$ cat config.mk
export PLATFORM = sky130hd
export DESIGN_NAME = frt_top
export DESIGN_NICKNAME = d
export VERILOG_FILES = /design/src/hdl/frt_pkg.sv /design/src/hdl/frt_cap_if.sv /design/src/hdl/frt_capture.sv /design/src/hdl/frt_top.sv
export VERILOG_INCLUDE_DIRS = /design/src /design/src/hdl
export SDC_FILE = /design/constraint.sdc
export NUM_CORES = 1
export LEC_CHECK = 0
export BUFFER_PORTS_ARGS = -buffer_cell sky130_fd_sc_hd__buf_2
export CAP_MARGIN = 5
export CORE_MARGIN = 1
export CORE_UTILIZATION = 49
export DETAILED_ROUTE_END_ITERATION = 7
export GPL_TIMING_DRIVEN = 0
export PLACE_DENSITY = 0.66
export SLEW_MARGIN = 20
export SYNTH_ARGS = -nofsm -noshare
export SYNTH_HDL_FRONTEND = slang
export SYNTH_SLANG_ARGS = --single-unit
$ cat constraint.sdc
create_clock -name clock -period 2.95 [get_ports clock]
set_input_delay 0.1475 -clock clock [delete_from_list [all_inputs] [get_ports clock]]
set_output_delay 0.1475 -clock clock [all_outputs]
set_load 0.01 [all_outputs]
$ cat src/hdl/frt_regs.svh
`ifndef FRT_REGS_SVH
`define FRT_REGS_SVH

// byte addresses on the 8-bit register port
`define FRT_OFS_ENABLES 16'hFF90
`define FRT_OFS_STATUS 16'hFF91
`define FRT_OFS_COUNT_HI 16'hFF92
`define FRT_OFS_COUNT_LO 16'hFF93
`define FRT_OFS_CONTROL 16'hFF96
`define FRT_OFS_CAP_A_HI 16'hFF98
`define FRT_OFS_CAP_A_LO 16'hFF99
`define FRT_OFS_CAP_B_HI 16'hFF9A
`define FRT_OFS_CAP_B_LO 16'hFF9B
`define FRT_OFS_CAP_C_HI 16'hFF9C
`define FRT_OFS_CAP_C_LO 16'hFF9D
`define FRT_OFS_CAP_D_HI 16'hFF9E
`define FRT_OFS_CAP_D_LO 16'hFF9F
`define FRT_OFS_EVENTS 16'hFFA0
`define FRT_OFS_EVMASK 16'hFFA1
`define FRT_OFS_CMP_A_HI 16'hFFA2
`define FRT_OFS_CMP_A_LO 16'hFFA3
`define FRT_OFS_CMP_B_HI 16'hFFA4
`define FRT_OFS_CMP_B_LO 16'hFFA5

// flag and enable bit positions (shared layout)
`define FRT_BIT_CAP_A 7
`define FRT_BIT_CAP_B 6
`define FRT_BIT_CAP_C 5
`define FRT_BIT_CAP_D 4
`define FRT_BIT_CMP_A 3
`define FRT_BIT_CMP_B 2
`define FRT_BIT_WRAP 1
`define FRT_BIT_CLR_A 0
`define FRT_BIT_IEN_FIXED 0

// control register fields
`define FRT_BIT_EDGE_A 7
`define FRT_BIT_EDGE_D 4
`define FRT_BIT_BUF_A 3
`define FRT_BIT_BUF_B 2

// reset values and the counter maximum
`define FRT_RST_STATUS 8'h00
`define FRT_RST_ENABLES 8'h01
`define FRT_RST_COUNT 16'h0000
`define FRT_RST_CMP 16'hFFFF
`define FRT_RST_CAP 16'h0000
`define FRT_COUNT_MAX 16'hFFFF

// synchroniser settle count before edges are trusted
`define FRT_SYNC_WARM 2'h3

`endif

$ cat src/hdl/frt_pkg.sv
package frt_pkg;

   typedef logic [15:0] frt_word_t;

   typedef struct packed {
      logic sync1;
      logic sync2;
      logic prev;
      logic evt;
      logic [1:0] warm;
   } frt_cap_s;

   typedef struct packed {
      frt_word_t count;
      frt_word_t cmp_a;
      frt_word_t cmp_b;
      frt_word_t cap_a;
      frt_word_t cap_b;
      frt_word_t cap_c;
      frt_word_t cap_d;
      logic [7:1] flags;
      logic clr_a;
      logic [7:1] ien;
      logic [3:0] edge_sel;
      logic buf_a;
      logic buf_b;
      logic [7:1] armed;
      logic [7:0] rdata;
      logic [7:1] sticky;
      logic [7:1] mask;
      logic [7:1] irq;
      logic irq_any;
   } frt_core_s;

endpackage : frt_pkg

$ cat src/hdl/frt_cap_if.sv
`timescale 1ns/1ns
interface frt_cap_if;
   logic sel_rise;
   logic sel_fall;
   logic evt;
   modport core (output sel_rise, output sel_fall, input evt);
   modport chan (input sel_rise, input sel_fall, output evt);
endinterface : frt_cap_if

$ cat src/hdl/frt_capture.sv
`timescale 1ns/1ns
`include "frt_regs.svh"
module frt_capture
   import frt_pkg::*;
(
   input wire logic clock,
   input wire logic rst_b,
   input wire logic pin,
   frt_cap_if.chan ch
);

   frt_cap_s s_reg;
   frt_cap_s s_next;
   logic rise;
   logic fall;

   assign rise = s_reg.sync2 & ~s_reg.prev;
   assign fall = ~s_reg.sync2 & s_reg.prev;

   always_comb begin
      s_next = s_reg;
      s_next.sync1 = pin;
      s_next.sync2 = s_reg.sync1;
      s_next.prev = s_reg.sync2;
      if (s_reg.warm != `FRT_SYNC_WARM) begin
         s_next.warm = 2'(s_reg.warm + 2'h1);
      end
      // ignore the edge that the reset value of the chain would fake
      s_next.evt = (s_reg.warm == `FRT_SYNC_WARM) &&
                   ((rise && ch.sel_rise) || (fall && ch.sel_fall));
   end

   always_ff @(posedge clock or negedge rst_b) begin
      if (!rst_b) begin
         s_reg <= '0;
      end else begin
         s_reg <= s_next;
      end
   end

   assign ch.evt = s_reg.evt;
endmodule : frt_capture

$ cat src/hdl/frt_top.sv
// Added by the designer: the plain strobed port.
`timescale 1ns/1ns
`include "frt_regs.svh"
module frt_top
   import frt_pkg::*;
(
   input wire logic clock,
   input wire logic rst_b,
   input wire logic standby,
   input wire logic cap_in_a,
   input wire logic cap_in_b,
   input wire logic cap_in_c,
   input wire logic cap_in_d,
   input wire logic [15:0] addr,
   input wire logic [7:0] wdata,
   input wire logic wr,
   input wire logic rd,
   output logic [7:0] rdata,
   output logic cap_a_irq,
   output logic cap_b_irq,
   output logic cap_c_irq,
   output logic cap_d_irq,
   output logic cmp_a_irq,
   output logic cmp_b_irq,
   output logic wrap_irq,
   output logic irq
);

   frt_core_s s_reg;
   frt_core_s s_next;
   logic [3:0] pins;
   logic [3:0] rise_sel;
   logic [3:0] fall_sel;
   logic [3:0] evt;
   logic match_a;
   logic match_b;
   logic clear_hit;
   logic wrap;
   logic [7:1] set_vec;
   logic edge_a;
   logic edge_b;
   logic edge_c;
   logic edge_d;

   function automatic frt_core_s reset_state();
      frt_core_s r;
      logic [7:0] st;
      logic [7:0] en;
      st = `FRT_RST_STATUS;
      en = `FRT_RST_ENABLES;
      r = '0;
      r.count = `FRT_RST_COUNT;
      r.cmp_a = `FRT_RST_CMP;
      r.cmp_b = `FRT_RST_CMP;
      r.cap_a = `FRT_RST_CAP;
      r.cap_b = `FRT_RST_CAP;
      r.cap_c = `FRT_RST_CAP;
      r.cap_d = `FRT_RST_CAP;
      r.flags = st[7:1];
      r.clr_a = st[`FRT_BIT_CLR_A];
      r.ien = en[7:1];
      return r;
   endfunction : reset_state

   function automatic frt_word_t put_byte(frt_word_t w, logic hi,
                                          logic [7:0] b);
      frt_word_t r;
      r = w;
      if (hi) begin
         r[15:8] = b;
      end else begin
         r[7:0] = b;
      end
      return r;
   endfunction : put_byte

   // edge selection, index 3 is channel A down to 0 for channel D
   assign pins = {cap_in_a, cap_in_b, cap_in_c, cap_in_d};
   assign edge_a = s_reg.edge_sel[3];
   assign edge_b = s_reg.edge_sel[2];
   assign edge_c = s_reg.edge_sel[1];
   assign edge_d = s_reg.edge_sel[0];
   // buffered pair with unequal edge bits captures on both edges
   assign rise_sel[3] = edge_a | (s_reg.buf_a & edge_c);
   assign fall_sel[3] = ~edge_a | (s_reg.buf_a & ~edge_c);
   assign rise_sel[2] = edge_b | (s_reg.buf_b & edge_d);
   assign fall_sel[2] = ~edge_b | (s_reg.buf_b & ~edge_d);
   assign rise_sel[1] = edge_c;
   assign fall_sel[1] = ~edge_c;
   assign rise_sel[0] = edge_d;
   assign fall_sel[0] = ~edge_d;

   frt_cap_if cap_if [4] ();

   for (genvar i = 0; i < 4; i++) begin : g_chan
      assign cap_if[i].sel_rise = rise_sel[i];
      assign cap_if[i].sel_fall = fall_sel[i];
      assign evt[i] = cap_if[i].evt;
      frt_capture u_cap (
         .clock(clock),
         .rst_b(rst_b),
         .pin(pins[i]),
         .ch(cap_if[i])
      );
   end

   assign match_a = s_reg.count == s_reg.cmp_a;
   assign match_b = s_reg.count == s_reg.cmp_b;
   assign clear_hit = match_a && s_reg.clr_a;
   assign wrap = (s_reg.count == `FRT_COUNT_MAX) && !clear_hit;
   assign set_vec = {evt, match_a, match_b, wrap};

   always_comb begin
      logic [7:1] clr_vec;
      logic [7:1] rd_clr;
      clr_vec = '0;
      rd_clr = '0;
      s_next = s_reg;
      s_next.rdata = '0;

      if (clear_hit) begin
         s_next.count = `FRT_RST_COUNT;
      end else begin
         s_next.count = s_reg.count + 16'h0001;
      end

      if (evt[3]) begin
         if (s_reg.buf_a) begin
            s_next.cap_c = s_reg.cap_a;
         end
         s_next.cap_a = s_reg.count;
      end
      if (evt[2]) begin
         if (s_reg.buf_b) begin
            s_next.cap_d = s_reg.cap_b;
         end
         s_next.cap_b = s_reg.count;
      end
      if (evt[1] && !s_reg.buf_a) begin
         s_next.cap_c = s_reg.count;
      end
      if (evt[0] && !s_reg.buf_b) begin
         s_next.cap_d = s_reg.count;
      end

      if (rd) begin
         case (addr)
            `FRT_OFS_ENABLES: s_next.rdata = {s_reg.ien, 1'b1};
            `FRT_OFS_STATUS: begin
               s_next.rdata = {s_reg.flags, s_reg.clr_a};
               s_next.armed = s_reg.armed | s_reg.flags;
            end
            `FRT_OFS_COUNT_HI: s_next.rdata = s_reg.count[15:8];
            `FRT_OFS_COUNT_LO: s_next.rdata = s_reg.count[7:0];
            `FRT_OFS_CONTROL: s_next.rdata = {s_reg.edge_sel, s_reg.buf_a,
                                              s_reg.buf_b, 2'b00};
            `FRT_OFS_CAP_A_HI: s_next.rdata = s_reg.cap_a[15:8];
            `FRT_OFS_CAP_A_LO: s_next.rdata = s_reg.cap_a[7:0];
            `FRT_OFS_CAP_B_HI: s_next.rdata = s_reg.cap_b[15:8];
            `FRT_OFS_CAP_B_LO: s_next.rdata = s_reg.cap_b[7:0];
            `FRT_OFS_CAP_C_HI: s_next.rdata = s_reg.cap_c[15:8];
            `FRT_OFS_CAP_C_LO: s_next.rdata = s_reg.cap_c[7:0];
            `FRT_OFS_CAP_D_HI: s_next.rdata = s_reg.cap_d[15:8];
            `FRT_OFS_CAP_D_LO: s_next.rdata = s_reg.cap_d[7:0];
            `FRT_OFS_EVENTS: begin
               s_next.rdata = {s_reg.sticky, 1'b0};
               rd_clr = s_reg.sticky;
            end
            `FRT_OFS_EVMASK: s_next.rdata = {s_reg.mask, 1'b0};
            `FRT_OFS_CMP_A_HI: s_next.rdata = s_reg.cmp_a[15:8];
            `FRT_OFS_CMP_A_LO: s_next.rdata = s_reg.cmp_a[7:0];
            `FRT_OFS_CMP_B_HI: s_next.rdata = s_reg.cmp_b[15:8];
            `FRT_OFS_CMP_B_LO: s_next.rdata = s_reg.cmp_b[7:0];
            default: s_next.rdata = '0;
         endcase
      end

      if (wr) begin
         case (addr)
            `FRT_OFS_ENABLES: s_next.ien = wdata[7:1];
            `FRT_OFS_STATUS: begin
               // only zeros written over previously read ones clear
               clr_vec = s_reg.armed & ~wdata[7:1];
               s_next.clr_a = wdata[`FRT_BIT_CLR_A];
            end
            `FRT_OFS_CONTROL: begin
               s_next.edge_sel = wdata[`FRT_BIT_EDGE_A:`FRT_BIT_EDGE_D];
               s_next.buf_a = wdata[`FRT_BIT_BUF_A];
               s_next.buf_b = wdata[`FRT_BIT_BUF_B];
            end
            `FRT_OFS_EVMASK: s_next.mask = wdata[7:1];
            `FRT_OFS_CMP_A_HI: s_next.cmp_a = put_byte(s_reg.cmp_a, 1'b1,
                                                       wdata);
            `FRT_OFS_CMP_A_LO: s_next.cmp_a = put_byte(s_reg.cmp_a, 1'b0,
                                                       wdata);
            `FRT_OFS_CMP_B_HI: s_next.cmp_b = put_byte(s_reg.cmp_b, 1'b1,
                                                       wdata);
            `FRT_OFS_CMP_B_LO: s_next.cmp_b = put_byte(s_reg.cmp_b, 1'b0,
                                                       wdata);
            default: clr_vec = '0;
         endcase
      end

      // set beats a clear landing in the same cycle
      s_next.flags = (s_reg.flags & ~clr_vec) | set_vec;
      // arming lasts until the clearing write
      s_next.armed = s_next.armed & ~clr_vec;
      s_next.sticky = (s_reg.sticky & ~rd_clr) | set_vec;

      if (standby) begin
         s_next = reset_state();
      end

      s_next.irq = s_next.flags & s_next.ien;
      s_next.irq_any = |(s_next.sticky & s_next.mask);
   end

   always_ff @(posedge clock or negedge rst_b) begin
      if (!rst_b) begin
         s_reg <= reset_state();
      end else begin
         s_reg <= s_next;
      end
   end

   assign rdata = s_reg.rdata;
   assign cap_a_irq = s_reg.irq[`FRT_BIT_CAP_A];
   assign cap_b_irq = s_reg.irq[`FRT_BIT_CAP_B];
   assign cap_c_irq = s_reg.irq[`FRT_BIT_CAP_C];
   assign cap_d_irq = s_reg.irq[`FRT_BIT_CAP_D];
   assign cmp_a_irq = s_reg.irq[`FRT_BIT_CMP_A];
   assign cmp_b_irq = s_reg.irq[`FRT_BIT_CMP_B];
   assign wrap_irq = s_reg.irq[`FRT_BIT_WRAP];
   assign irq = s_reg.irq_any;
endmodule : frt_top

# After elaboration in Yosys (flattened, before gate mapping)
# Index checks and enable logic that the tools add are counted.
# op_classes
reduce_logical,45
n_mux,26
n_eq_ne,34
add_sub_neg,5
n_bitwise,40
# ops
op,n
== test 16 bit (second input constant),20
2-to-1 mux 170 bit,1
case mux 8 bit (19 select lines),1
2-to-1 mux 16 bit,9
case mux 16 bit (2 select lines),2
2-to-1 mux 7 bit,8
AND 7 bit,6
== test 16 bit,2
2-to-1 mux 32 bit,1
NOT 7 bit,3
bitwise OR 7 bit,3
nonzero test 2 bit,9
adder 16 x 1 -> 16 bit (second input constant),1
logical AND 1 bit,16
inequality test 2 bit (second input constant),8
2-to-1 mux 15 bit,1
2-to-1 mux 14 bit,1
AND 1 bit,12
NOT 1 bit,12
AND reduction 3 bit,4
nonzero test 3 bit,4
adder 2 x 1 -> 2 bit (second input constant),4
== test 2 bit (second input constant),4
AND reduction 2 bit,4
other kinds (6),14
# totals
elab_cells,191
inputBits,33
output_inout_bits,16
ff_bits,194

# Depth between registers and ports, before layout
# depth
ltp_word,10
ltp_mapped,8
ltp_nobuf,6

# By module
# A second synthesis with hierarchy kept.
# unflattened
cells_unflattened,941
area_unflattened_um2,9904.5
# by_module_without_submodules
mod,seq_area_each_um2,n_inst,cells_each,area_per_inst_um2
frt_top,4294.1,1,893,9073.7
frt_capture,150.1,4,12,207.7

# Worst setup path before layout
# No wires, ideal clock.
# synth_path
path_kind,input-to-reg
from,in addr[1]
to,reg s_reg (netlist bit irq)
setup_slack_ns,0.830
arrival_time_ns,1.972
path_buffers,0
required_ns,2.802
stages,6
setup_ns,0.148
path_cell_list,or4b_4 -> or4_4 -> o21ai_1 -> a221oi_1 -> a2111oi_0 -> o211ai_1
# synth_rtl
item,line,source
"start, declared",frt_top.sv:14,"input wire logic [15:0] addr,"
"end signal, assigned",frt_top.sv:220,s_reg <= reset_state();
"end signal, assigned",frt_top.sv:222,s_reg <= s_next;
"end, declared",frt_top.sv:29,frt_core_s s_reg;

==> impl_results.md <==
- Result of the run: complete, no violations
- CP startpoint kind: flop
- Fraction of registers with async set/reset: 1.00
- Antenna violations before repair: 0
- Global router's overall resource usage: 0.321
- Iteration-0 DRC Markers: approximately 1100
- CTS tree: built
- CP Data Arrival Time: ~3.1 ns
- HP Start: wdata[0]
- Postcts setup bufs: 0
- Worst setup slack before clock tree synthesis: -0.185 ns
- Commonest cells after routing, fill and taps aside: sky130_fd_sc_hd__dfrtp_1 (162), sky130_fd_sc_hd__nand2_1 (98), sky130_fd_sc_hd__nor2_1 (85), sky130_fd_sc_hd__mux2i_1 (74), sky130_fd_sc_hd__a21oi_1 (60)
- Worst-margin pin slew: 1.25 ns
- Slew headroom: 0.160
- Net total in the final layout: 1066
- Power per cell area: 501 mW/mm2
- Final Max Tran Viols: 0
- Final cell count without fillers: about 1300
- Maximum Capacitance Violations: 0
- Library cell contributing the largest single delay on the critical path: sky130_fd_sc_hd__clkbuf_1
- Post-route antenna net violation count: 0
- Fillers: 1705
- Setup repair after global routing missed its margin: no
- Effective utilization at floorplan: 0.500
- Maximum level of the CTS H-tree: 4
- Crit path largest cell delay: 0.47 ns
- Area after DPL: 0.0104 mm2
- Number of flip-flops under the largest register name: 150
- Crit-path cells: clkbuf_1 -> xor2_1 -> nor4_1 -> nand4_1 -> o21ai_4 -> clkbuf_1 -> nor2_1
- Synth unique cells: 55
- Maximum root-to-sink buffer count: 2
- Number of placed I/O pins: 49
- Per-cell via count in the routed design: about 6.4
- Main flop type after synthesis: sky130_fd_sc_hd__dfrtp_1
- Launch point of the worst reg-to-reg path: s_reg[162]
- Dpl hpwl: about 22 mm
- Most common cell after layout, fill and taps aside: sky130_fd_sc_hd__dfrtp_1
- Final period utilization: 0.932
- Via count: 8329
- Cell row count: 51
- Critical path peak fanout: 10
- Sequential-to-total area share from yosys stat: 0.503
- Layout-stage area growth over the synthesis result: 13.3%
- CTS Root Buffer Type: sky130_fd_sc_hd__clkbuf_16
- Worst min path class: in -> reg
- Wire length of the first global-routing pass: 47.4 mm
- Cell area after synthesis: 0.00974 mm2
- Syn avg cell area: between 10 and 15 um2
- Count of placed standard cells including taps: approximately 1300
- Kind of capture point of the worst setup path: flop
- Total clock buffers created by CTS: 17
- Final setup violation count: 0
- Number of synthesized flops with an enable pin: 0
- Max IR drop VDD: 0.397 mV
- Highest clock rate: 364 MHz
- Post-synthesis cell count: 966
- Clock skew: 0.00866 ns
- Most frequent cell on the critical path: sky130_fd_sc_hd__clkbuf_1
- Number of synthesized register bits: 194
- Summed negative setup slack over all endpoints: 0 ns
- Post-Route WL: 31.4 mm
- Worst reg2reg setup slack: around 0.2 ns
- Hold Violations, Final: 0
- Non-Filler Cell Area, Final: 0.0110 mm2
- Overflow left after global routing: 0
- Weighted congestion reported at the end of routability-driven placement: 0.993
- Number of warning messages in the yosys log: 0
- Number of nets in the synthesized netlist: between 1000 and 1500
- Clk_lat worst skew: 0.44 ns
- Per-cell routed wire length: around 24 um
- Antenna Diode Count: 0
- Worst setup path startpoint: s_reg[162]
- Fraction of layout cells with a size suffix above 1: 0.144
- Number of design rule violations left after detail routing: 0
- Number of global-route vias before repair: 7839
- Shortest period the worst path allows: 2.75 ns
- Number of iterations in the first detailed-routing pass: 5
- Clock slew at reported path FFs: roughly 0.070 ns
- Data required time at the worst endpoint: roughly 3.3 ns
- Number of port buffers: 40
- Clock sink count: 194
- Die H: 143 um
- Area of the core: 0.0195 mm2
- Leakage power: 4.66 nW
- Pin count of the biggest net entering global routing: 96
- Setup ws final: roughly 0.2 ns
- Horiz. Die Dim: 143 um
- Critical Setup Path Class: reg -> reg
- Die Area: 0.0204 mm2
final timing paths:
check                                                  to  cells past startpoint
worst max register to register                 s_reg[163]                      7
worst max-delay path                           s_reg[163]                      7
min in group asynchronous                       s_reg[72]                      2
worst min-delay path                            s_reg[50]                      3
max in group asynchronous                      s_reg[138]                      4
worst min register to register  g_chan[2].u_cap.s_next[3]                      0
where the power goes:
part	internal (mW)	switching [mW]	leakage [nW]	total (mW)
Clock	1.24	1.12	0.283	2.36
Combinational	0.113	0.279	1.86	0.392
Sequential	2.72	0.0530	2.52	2.77
Total	4.08	1.45	4.66	5.52
metrics by stage:
stage          utilization  hold slack [ns]  total power [mW]
2_1_floorplan            -           -0.148              3.00
3_3_place_gp         0.528            0.256              3.18
3_5_place_dp         0.535           0.0391              3.20
4_1_cts              0.568           0.0115              5.53
5_1_grt              0.567           0.0314              5.68
6_report             0.567           0.0200              5.52
cell families after synthesis:
kind of cell / synth area share
buffers and inverters: 0.0421
and+or+nand+nor: 0.176
xor gates and xnor gates: 0.0450
muxes: 0.0807
adders and majority gates: 0.00642
DFF: 0.503
AOI/OAI and AO/OA: 0.147
per-layer routing:
layer	vias up	part of all wire	GRT usage
li1	3623	-	-
met1	4034	0.42	0.455
met2	572	0.42	0.462
met3	100	0.11	0.0751
met4	0	0.043	0.148
met5	-	0	0
layout make-up:
class	instances	area [um2]	area share
Sequential cell	194	4890	0.444
Multi-Input combinational cell	672	4480	0.406
Clock buffer	19	453	0.0411
Timing Repair Buffer	52	348	0.0315
Buffer	80	338	0.0306
Tap cell	265	332	0.0301
Clock inverter	13	144	0.0130
Inverter	11	41.3	0.00374
worst max-delay path, delay by kind of cell (launching register included):
family          cells  cell delay, ns
buf+inv             2            0.86
flops               1            0.33
compound gates      1            0.45
simple gates        3            0.83
xor+xnor            1            0.15
cells in the mapped netlist, types with 10 or more instances:
cell type | instances | area [um2]
sky130_fd_sc_hd__a222oi_1 | 19 | 190
sky130_fd_sc_hd__nand3_1 | 31 | 155
sky130_fd_sc_hd__buf_1 | 10 | 37.5
sky130_fd_sc_hd__a21oi_1 | 60 | 300
sky130_fd_sc_hd__and3_1 | 18 | 113
sky130_fd_sc_hd__a22oi_1 | 25 | 188
sky130_fd_sc_hd__nor2_1 | 85 | 319
sky130_fd_sc_hd__dfstp_2 | 32 | 841
sky130_fd_sc_hd__a221oi_1 | 11 | 96.3
sky130_fd_sc_hd__o31ai_1 | 34 | 255
sky130_fd_sc_hd__xnor2_1 | 14 | 123
sky130_fd_sc_hd__o21ai_1 | 23 | 115
sky130_fd_sc_hd__nand2_1 | 98 | 368
sky130_fd_sc_hd__clkbuf_1 | 67 | 251
sky130_fd_sc_hd__nand3b_1 | 14 | 105
sky130_fd_sc_hd__nor4_1 | 19 | 119
sky130_fd_sc_hd__mux2i_1 | 74 | 741
sky130_fd_sc_hd__inv_1 | 11 | 41.3
sky130_fd_sc_hd__dfrtp_1 | 162 | 4050
sky130_fd_sc_hd__xor2_1 | 36 | 315
what timing repair did:
| item | in CTS | in global routing |
|---|---|---|
| gates resized for setup | 1 | 4 |
| setup endpoints to repair | 11 | 11 |
| hold endpoints to repair | 76 | 0 |
| hold buffers | 5 | 0 |
(Power assumes the default switching activity.)
